--- src/logic/eeprom_pkg.sv ---
// shared constants and types for the two-wire eeprom write front end
package eeprom_pkg;
    localparam int CLK_MHZ = 100;
    // program window length; plain default, to be set per process
    localparam int PROG_TIME_US = 1000;
    localparam int PROG_CYCLES = PROG_TIME_US * CLK_MHZ;
    localparam int PAGE_BYTES = 32;
    localparam int FIFO_DEPTH = 32;
    localparam logic [3:0] TYPE_ARRAY = 4'ha;
    localparam logic [3:0] TYPE_AUX = 4'hb;
    localparam logic [1:0] FN_IDPAGE = 2'h0;
    localparam logic [1:0] FN_UID = 2'h1;
    localparam logic [1:0] FN_LOCK = 2'h2;
    localparam logic [1:0] FN_SWP = 2'h3;
    localparam int LOCK_DATA_BIT = 1;
    localparam int SWP_DATA_BIT = 0;
    localparam logic SWP_RESET = 1'b0;
    localparam logic LOCK_RESET = 1'b0;
    localparam logic [3:0] ACK_BIT = 4'h8;

    typedef enum logic [2:0] {TGT_NONE, TGT_ARRAY, TGT_IDPAGE, TGT_LOCK, TGT_SWP} target_t;
    typedef enum logic [2:0] {ST_IDLE, ST_DEV, ST_WADR_HI, ST_WADR_LO, ST_DATA, ST_PROG} phase_t;

    // one byte handed to the memory array during the program cycle
    typedef struct packed {
        target_t tgt;
        logic [11:0] addr;
        logic [7:0] data;
    } wr_word_t;

    // pins sampled from outside the clock domain
    typedef struct packed {
        logic wp;
        logic [2:0] strap;
        logic sda;
        logic scl;
    } pins_t;
endpackage

--- src/logic/eeprom_front.sv ---
// two-wire eeprom addressing and write front end with its drain fifo
// Function
// - address byte: 4-bit type, three select bits, direction bit, msb first.
// - type 1010 selects the main array.
// - type 1011 selects auxiliary space: id page, lock, soft protect, unique id.
// - respond only when select bits equal the three strapped select inputs.
// - last address bit one means read, zero means write.
// - ack address on match, nack on mismatch, then back to standby.
// - two word address bytes follow, high first, each acknowledged.
// - array location is word address bits 11:0, bits 15:12 ignored.
// - aux function from bits 10:9: 00 id page, 10 lock, 11 swp, 01 uid.
// - protect pin or soft protect bit set: nack data except soft protect bytes, keep locations.
// - protect pin low and soft protect clear: ack array and soft protect bytes, id page and lock bytes until locked; nack unique id.
// - stop in the tenth clock after data starts programming, else not.
// - during programming ignore the bus and give no response.
// - internal address counter advances by one per written byte.
// - page write continues without stop, up to 32 data bytes.
// - only a stop after the last ack slot programs; else discard.
// - page write increments only the five low address bits.
// - over thirty-two bytes wrap in the page and overwrite earlier ones.
// - sample on rising bus clock, change outputs on falling edge.
// - ack holds data low through the whole ninth clock.
// - floating protect pin counts as low; the code has no pull-down and uses the sampled pin level as it is.
`timescale 1ns/1ns

module page_fifo #(
    parameter int W = 8,
    parameter int D = 32
) (
    input wire logic ref_clk_i,
    input wire logic rstn_i,
    input wire logic in_valid_i,
    input wire logic [W-1:0] in_data_i,
    output logic in_ready_o,
    output logic out_valid_o,
    output logic [W-1:0] out_data_o,
    input wire logic out_ready_i
);
    // depth must be a power of two; pointers carry one wrap bit
    localparam int AW = $clog2(D);
    typedef struct packed {
        logic [D-1:0][W-1:0] mem;
        logic [AW:0] wp;
        logic [AW:0] rp;
    } fifo_t;
    fifo_t q;
    fifo_t d;
    logic full;
    logic empty;

    assign full = (q.wp[AW-1:0] == q.rp[AW-1:0]) && (q.wp[AW] != q.rp[AW]);
    assign empty = (q.wp == q.rp);
    assign in_ready_o = !full;
    assign out_valid_o = !empty;
    assign out_data_o = q.mem[q.rp[AW-1:0]];

    // push and pop may happen in the same cycle
    always_comb begin
        d = q;
        if (in_valid_i && !full) begin
            d.mem[q.wp[AW-1:0]] = in_data_i;
            d.wp = q.wp + 1'b1;
        end
        if (out_ready_i && !empty) begin
            d.rp = q.rp + 1'b1;
        end
    end

    always_ff @(posedge ref_clk_i or negedge rstn_i) begin
        if (!rstn_i) begin
            q <= '0;
        end else begin
            q <= d;
        end
    end
endmodule

module eeprom_front
    import eeprom_pkg::*;
#(
    parameter int prog_cycles_p = PROG_CYCLES
) (
    input wire logic ref_clk_i,
    input wire logic rstn_i,
    input wire logic scl_i,
    input wire logic sda_i,
    output logic sda_o,
    output logic sda_oe_o,
    input wire logic select_strap_hi_i,
    input wire logic select_strap_mid_i,
    input wire logic select_strap_lo_i,
    input wire logic protect_pin_i,
    output logic mem_valid_o,
    output wr_word_t mem_word_o,
    input wire logic mem_ready_i,
    output logic busy_o,
    output logic soft_protect_bit_o,
    output logic id_lock_o,
    output logic [11:0] cur_addr_o
);
    typedef struct packed {
        pins_t s1;
        pins_t s2;
        logic scl_p;
        logic sda_p;
        phase_t st;
        logic [3:0] cnt;
        logic [7:0] sh;
        logic ack;
        logic oe;
        logic aux;
        target_t tgt;
        logic [3:0] wadr_hi;
        logic [6:0] page;
        logic [4:0] page_byte_offset;
        logic [11:0] addr;
        logic [1:0] nok;
        logic pend;
        logic [PAGE_BYTES-1:0][7:0] pbuf;
        logic [PAGE_BYTES-1:0] mask;
        logic [5:0] idx;
        logic [19:0] timer;
        logic soft_protect_bit;
        logic lock;
        logic busy;
        logic o_valid;
        wr_word_t o_word;
    } fe_t;

    fe_t q;
    fe_t d;
    pins_t raw;
    logic rise, fall, start, stop, wr_prot, byte_done, acc, push;
    logic f_ready, f_valid, f_take;
    logic [7:0] nb;
    logic [11:0] wadr;
    wr_word_t f_in, f_out;

    // per-byte acceptance from the protection state at that moment
    function automatic logic accept(target_t t, logic prot, logic lock);
        unique case (t)
            TGT_ARRAY: accept = !prot;
            TGT_IDPAGE: accept = !prot && !lock;
            TGT_LOCK: accept = !prot && !lock;
            TGT_SWP: accept = 1'b1;
            default: accept = 1'b0;
        endcase
    endfunction

    assign raw = '{wp: protect_pin_i,
                   strap: {select_strap_hi_i, select_strap_mid_i, select_strap_lo_i},
                   sda: sda_i, scl: scl_i};
    // bus events use the second sync stage and its delayed copy only
    assign rise = q.s2.scl && !q.scl_p;
    assign fall = !q.s2.scl && q.scl_p;
    assign start = q.s2.scl && q.scl_p && q.sda_p && !q.s2.sda;
    assign stop = q.s2.scl && q.scl_p && !q.sda_p && q.s2.sda;
    // sync flops reset low but resample the pin every cycle, so an undriven protect pin is not held low
    assign wr_prot = q.s2.wp || q.soft_protect_bit;
    assign byte_done = rise && (q.st != ST_IDLE) && (q.st != ST_PROG) && (q.cnt == 4'h7);
    assign nb = {q.sh[6:0], q.s2.sda};
    assign wadr = {q.wadr_hi, nb};
    assign acc = accept(q.tgt, wr_prot, q.lock);

    // drain the latched page into the fifo while programming
    assign push = (q.st == ST_PROG) && !q.idx[5] && q.mask[q.idx[4:0]];
    assign f_in = '{tgt: q.tgt,
                    addr: {(q.tgt == TGT_ARRAY) ? q.page : 7'h0, q.idx[4:0]},
                    data: q.pbuf[q.idx[4:0]]};
    assign f_take = !q.o_valid || mem_ready_i;

    page_fifo #(.W($bits(wr_word_t)), .D(FIFO_DEPTH)) u_fifo (
        .ref_clk_i(ref_clk_i),
        .rstn_i(rstn_i),
        .in_valid_i(push),
        .in_data_i(f_in),
        .in_ready_o(f_ready),
        .out_valid_o(f_valid),
        .out_data_o(f_out),
        .out_ready_i(f_take)
    );

    always_comb begin
        d = q;
        d.s1 = raw;
        d.s2 = q.s1;
        d.scl_p = q.s2.scl;
        d.sda_p = q.s2.sda;
        // output stage; a stalled memory backs up the fifo and the drain
        if (f_valid && f_take) begin
            d.o_valid = 1'b1;
            d.o_word = f_out;
        end else if (mem_ready_i) begin
            d.o_valid = 1'b0;
        end
        if (q.st == ST_PROG) begin
            // bus is deaf here; polling address bytes get no ack
            d.oe = 1'b0;
            if (!q.idx[5] && (!q.mask[q.idx[4:0]] || f_ready)) begin
                d.idx = q.idx + 6'h01;
            end
            if (q.timer != 20'h0_0000) begin
                d.timer = q.timer - 20'h0_0001;
            end else if (q.idx[5]) begin
                d.st = ST_IDLE;
                d.mask = '0;
            end
        end else begin
            // ack driven from the fall after bit 8 to the fall after clock 9
            if (fall && q.cnt == ACK_BIT) begin
                d.oe = q.ack;
            end else if (fall && q.cnt == 4'h0) begin
                d.oe = 1'b0;
            end
            if (rise && q.cnt == ACK_BIT) begin
                d.cnt = 4'h0;
            end else if (rise && q.st != ST_IDLE) begin
                d.sh = nb;
                d.cnt = q.cnt + 4'h1;
            end
            if (byte_done) begin
                d.ack = 1'b0;
                unique case (q.st)
                    ST_DEV: begin
                        d.aux = (nb[7:4] == TYPE_AUX);
                        if ((nb[7:4] == TYPE_ARRAY || nb[7:4] == TYPE_AUX)
                            && nb[3:1] == q.s2.strap) begin
                            d.ack = 1'b1;
                            // reads are served elsewhere; write goes on to address
                            d.st = nb[0] ? ST_IDLE : ST_WADR_HI;
                        end else begin
                            d.st = ST_IDLE;
                        end
                    end
                    ST_WADR_HI: begin
                        d.wadr_hi = nb[3:0];
                        d.ack = 1'b1;
                        d.st = ST_WADR_LO;
                    end
                    ST_WADR_LO: begin
                        d.ack = 1'b1;
                        d.st = ST_DATA;
                        d.nok = 2'h0;
                        d.mask = '0;
                        d.page_byte_offset = wadr[4:0];
                        if (!q.aux) begin
                            d.tgt = TGT_ARRAY;
                            d.page = wadr[11:5];
                            d.addr = wadr;
                        end else begin
                            d.page = 7'h00;
                            unique case (q.wadr_hi[2:1])
                                FN_IDPAGE: d.tgt = TGT_IDPAGE;
                                FN_UID: d.tgt = TGT_NONE;
                                FN_LOCK: d.tgt = TGT_LOCK;
                                FN_SWP: d.tgt = TGT_SWP;
                            endcase
                        end
                    end
                    ST_DATA: begin
                        d.ack = acc;
                        if (acc) begin
                            d.nok = q.nok + {1'b0, q.nok != 2'h3};
                            unique case (q.tgt)
                                TGT_ARRAY, TGT_IDPAGE: begin
                                    // later bytes at the same offset overwrite
                                    d.pbuf[q.page_byte_offset] = nb;
                                    d.mask[q.page_byte_offset] = 1'b1;
                                    d.page_byte_offset = q.page_byte_offset + 5'h01;
                                    if (q.tgt == TGT_ARRAY) begin
                                        d.addr = {q.page, q.page_byte_offset + 5'h01};
                                    end
                                end
                                TGT_LOCK: d.pend = nb[LOCK_DATA_BIT];
                                TGT_SWP: d.pend = nb[SWP_DATA_BIT];
                                default: d.pend = q.pend;
                            endcase
                        end
                    end
                    default: d.ack = 1'b0;
                endcase
            end
            if (stop) begin
                d.cnt = 4'h0;
                d.oe = 1'b0;
                // a stop sits in the clock after an ack slot, so one rise has been counted
                if (q.st == ST_DATA && q.cnt == 4'h1 && q.nok != 2'h0
                    && !(q.tgt == TGT_SWP && q.nok != 2'h1)) begin
                    d.st = ST_PROG;
                    d.idx = 6'h00;
                    d.timer = 20'(prog_cycles_p - 1);
                    if (q.tgt == TGT_SWP) begin
                        d.soft_protect_bit = q.pend;
                    end
                    if (q.tgt == TGT_LOCK && q.pend) begin
                        d.lock = 1'b1;
                    end
                end else begin
                    d.st = ST_IDLE;
                    d.mask = '0;
                end
            end
            if (start) begin
                d.st = ST_DEV;
                d.cnt = 4'h0;
                d.oe = 1'b0;
            end
        end
        d.busy = (d.st == ST_PROG); // registered so busy_o leaves a flop
    end

    always_ff @(posedge ref_clk_i or negedge rstn_i) begin
        if (!rstn_i) begin
            q <= '0;
            q.soft_protect_bit <= SWP_RESET;
            q.lock <= LOCK_RESET;
        end else begin
            q <= d;
        end
    end

    // open-drain data pin: only ever pulls low
    assign sda_o = 1'b0;
    assign sda_oe_o = q.oe;
    assign mem_valid_o = q.o_valid;
    assign mem_word_o = q.o_word;
    assign busy_o = q.busy;
    assign soft_protect_bit_o = q.soft_protect_bit;
    assign id_lock_o = q.lock;
    assign cur_addr_o = q.addr;
endmodule

--- config.mk ---
export PLATFORM = sky130hd
export DESIGN_NAME = eeprom_front
export DESIGN_NICKNAME = d
export VERILOG_FILES = /design/src/logic/eeprom_pkg.sv /design/src/logic/eeprom_front.sv
export SDC_FILE = /design/constraint.sdc
export NUM_CORES = 2
export LEC_CHECK = 0
export BUFFER_PORTS_ARGS = -buffer_cell sky130_fd_sc_hd__buf_2
export CORE_ASPECT_RATIO = 0.5
export CORE_UTILIZATION = 60
export CTS_CLUSTER_DIAMETER = 120
export CTS_CLUSTER_SIZE = 16
export DETAILED_ROUTE_END_ITERATION = 7
export GPL_TIMING_DRIVEN = 0
export PLACE_DENSITY_LB_ADDON = 0.2
export SLEW_MARGIN = 40
export SYNTH_ARGS = -nofsm -noshare
export SYNTH_HDL_FRONTEND = slang
export SYNTH_SLANG_ARGS = --single-unit
--- constraint.sdc ---
create_clock -name ref_clk_i -period 3.3 [get_ports ref_clk_i]
set_input_delay 0 -clock ref_clk_i [delete_from_list [all_inputs] [get_ports ref_clk_i]]
set_output_delay 0 -clock ref_clk_i [all_outputs]
set_load 0.03 [all_outputs]
==> impl_metrics.json <==
{
  "fin_crit_ns": 3.338,
  "dieWidth_um": 421.4,
  "ant_nets": 0,
  "root_buffer": "clkbuf_16",
  "total_power_mw": 29.40,
  "max_cap_violations": 0,
  "place.gp.congestion": 0.9387,
  "violations": "negative setup slack",
  "die_area_mm2": 0.08922,
  "crit_path_end": "u_fifo.q[204]",
  "grt_setup_unrepaired": "yes",
  "placementRows": 76,
  "num-nets-final": 3609,
  "htreeDepth": 3,
  "syn-num-nets": 3439,
  "dpl_worst_slack_ns": -1.114,
  "critPathRequiredTime_ns": 3.86,
  "vias_per_cell": 6.389,
  "synth_area_mm2": 0.05277,
  "setup_viol": 33,
  "cts_tree": "yes",
  "multi_input_area_mm2": 0.02235,
  "crit_arrival_ns": 3.90,
  "cp-startpoint": "f_in[9]",
  "ir_drop_v": 0.0004340,
  "yosys_most_used_dff": "dfrtp_1",
  "start_kind": "flip-flop",
  "die_h_um": 211.7,
  "synth-seq-cells": 1154,
  "p_leak_nw": 28.12,
  "cts.path.max_buffers": 3,
  "routedWlPerCell_um": 27.57,
  "core_mm2": 0.08653,
  "syn_area_per_cell_um2": 15.45,
  "cp_max_fo": 10,
  "start_util": 0.6099,
  "synth_common_cells": "dfrtp_1, mux2_2, mux4_2",
  "synth_top_area_share": 0.5472,
  "io_buffers": 48,
  "grt_pass1_vias": 32058,
  "yosysSeqAreaShare": 0.5472,
  "reg2reg_setup_slack_ns": -0.04,
  "yosysTopAreaCell": "dfrtp_1",
  "synth.area.top_cells": "dfrtp_1, mux2_2, mux4_2",
  "reg2regPathDepth": 10,
  "hold_violations": 0,
  "io-pin-count": 50,
  "status": "finished, violations left",
  "overflow": 0,
  "syn_inst": 3416,
  "yosysWarnings": 0,
  "drtIter0Drc": 2581,
  "clock-sinks": 1154,
  "yosys.cell_count.top_type": "dfrtp_1",
  "fin_crit_sh": 1.012,
  "hpwl_mm": 92.32,
  "fillers": 6105,
  "cts_buffers": 82,
  "insertedDiodeCount": 0,
  "num_vias": 30417,
  "grt_max_degree": 110,
  "grt_first_pass_wirelength_mm": 200.8,
  "final-seq-area_mm2": 0.02888,
  "path_class": "flip-flop to flip-flop",
  "async_reset_ff_frac": 1.000,
  "reg2reg_from": "f_in[9]",
  "powerDensity_mw_per_mm2": 507.3,
  "layout_setup_ws_ns": -0.03849,
  "grt_usage": 0.3030,
  "routed_wl_mm": 131.3,
  "ys_types": 63,
  "area_delta_synth_final_pct": 9.794,
  "final_layout_size_suffix_gt1_frac": 0.4890,
  "reg2reg_to": "u_fifo.q[204]",
  "cp-end-kind": "flip-flop",
  "synth_edf_count": 0,
  "drt-pass1-iter-count": 5,
  "antenna_found_initial": 2,
  "slew_violations": 0,
  "path_clk_slew_ns": 0.07,
  "drc": 0,
  "clock_skew_ns": 0.03764,
  "clock_latency_ns": 0.70,
  "worstMarginPinSlew_ns": 0.9412,
  "hp-class": "flip-flop to flip-flop",
  "timing.slew.headroom": 0.3725,
  "max_clock_freq_mhz": 299.5
}
cell type report:
| cell class | instances | share of cell area |
|---|---|---|
| Tap cell | 1170 | 0.02526 |
| Clock inverter | 2 | 0.0004319 |
| Multi-Input combinational cell | 1887 | 0.3857 |
| Inverter | 43 | 0.002786 |
| Timing Repair Buffer | 89 | 0.01609 |
| Clock buffer | 87 | 0.03757 |
| Buffer | 329 | 0.03373 |
| Sequential cell | 1154 | 0.4984 |
stage by stage:
step	setup TNS, ns	instance area [um2]	utilization	std cells	hold WS (ns)
floorplan	0	52770	-	3416	-0.2956
global route	-3.130	57940	0.6696	4761	0.3587
CTS	0	57640	0.6662	4758	0.3509
global placement	-	54480	0.6296	4634	0.1088
finish	-0.5783	57940	0.6696	4761	0.3507
detailed placement	-589.40	54880	0.6342	4647	-0.1248
where the power goes:
part	total (mW)	internal [mW]	leakage, nW	switching (mW)
registers	14.4	14.3	16.0	0.141
clock network	9.52	4.66	1.08	4.85
logic	5.45	1.86	11.0	3.59
total	29.4	20.8	28.1	8.58
cell families (layout without fill, tap and decap cells):
family,after synthesis,count (layout),share of synthesized area
fa+ha+maj,14,14,0.003319
simple gates,309,309,0.03208
xor+xnor,40,40,0.006638
other cells,1,1,0.00007106
compound gates,140,140,0.01712
flops,1154,1154,0.5472
mux,1383,1383,0.3611
buf+inv,375,550,0.03248
worst min path at each step:
stage | startpoint | to | slack, ns | depth (start not counted)
floorplan | rstn_i | busy_o | -0.30 | 0
global placement | select_strap_lo_i | d[397] | 0.11 | 1
detailed placement | rstn_i | u_fifo.q[579] | -0.12 | 1
CTS | d[398] | q[398] | 0.35 | 0
global route | d[398] | q[398] | 0.36 | 0
finish | d[398] | q[398] | 0.35 | 0
registers in the layout, indices dropped and copies added (netlist names):
register	cells
sda_oe_o	1
u_fifo.q	748
d	8
mem_valid_o	1
soft_protect_bit_o	1
id_lock_o	1
cur_addr_o	12
nb	7
mem_word_o	23
f_in	8
busy_o	1
q	343
worst max-delay path, stage by stage (launching register included):
cell     delay, ns
dfrtp_2       0.46
buf_12        0.17
mux2i_1       0.15
mux4_2        0.55
a22o_4        0.30
nor4b_4       0.26
buf_6         0.17
buf_4         0.21
nand3_1       0.30
buf_4         0.33
mux2_2        0.29
metal layers:
metal,global-route usage,wire [um],vias to the layer above
li1,-,-,12806
met1,0.4261,55950,16526
met2,0.4910,63870,857
met3,0.05251,7724,226
met4,0.09066,3721,2
met5,0,11,-
layout by cell type (no fill, tap or decap), types with 12 or more instances in the layout:
master	count
nand3_2	18
buf_6	20
inv_1	43
and2_1	13
buf_2	59
ha_1	14
clkbuf_4	14
buf_4	100
mux4_2	314
nand2_2	32
nand2b_1	14
nor2_1	64
clkbuf_16	88
xor2_1	18
dlygate4sd3_1	15
o21ai_0	37
mux2_2	1015
nand2_1	58
buf_16	13
clkbuf_2	49
a21oi_1	31
clkbuf_1	132
nand3_1	27
mux2i_1	42
mux2_1	12
dfrtp_1	1152
xnor2_1	22
a21boi_0	32
repair_timing:
action / CTS / global route
pin swaps: 1 / 3
gates cloned: 2 / 1
hold buffers: 16 / 0
hold endpoints to repair: 392 / 0
buffers inserted: 6 / 3
gates resized for setup: 101 / 118
endpoints found under the setup margin: 1061 / 649
No activity file was read; power rests on OpenSTA's default activity.
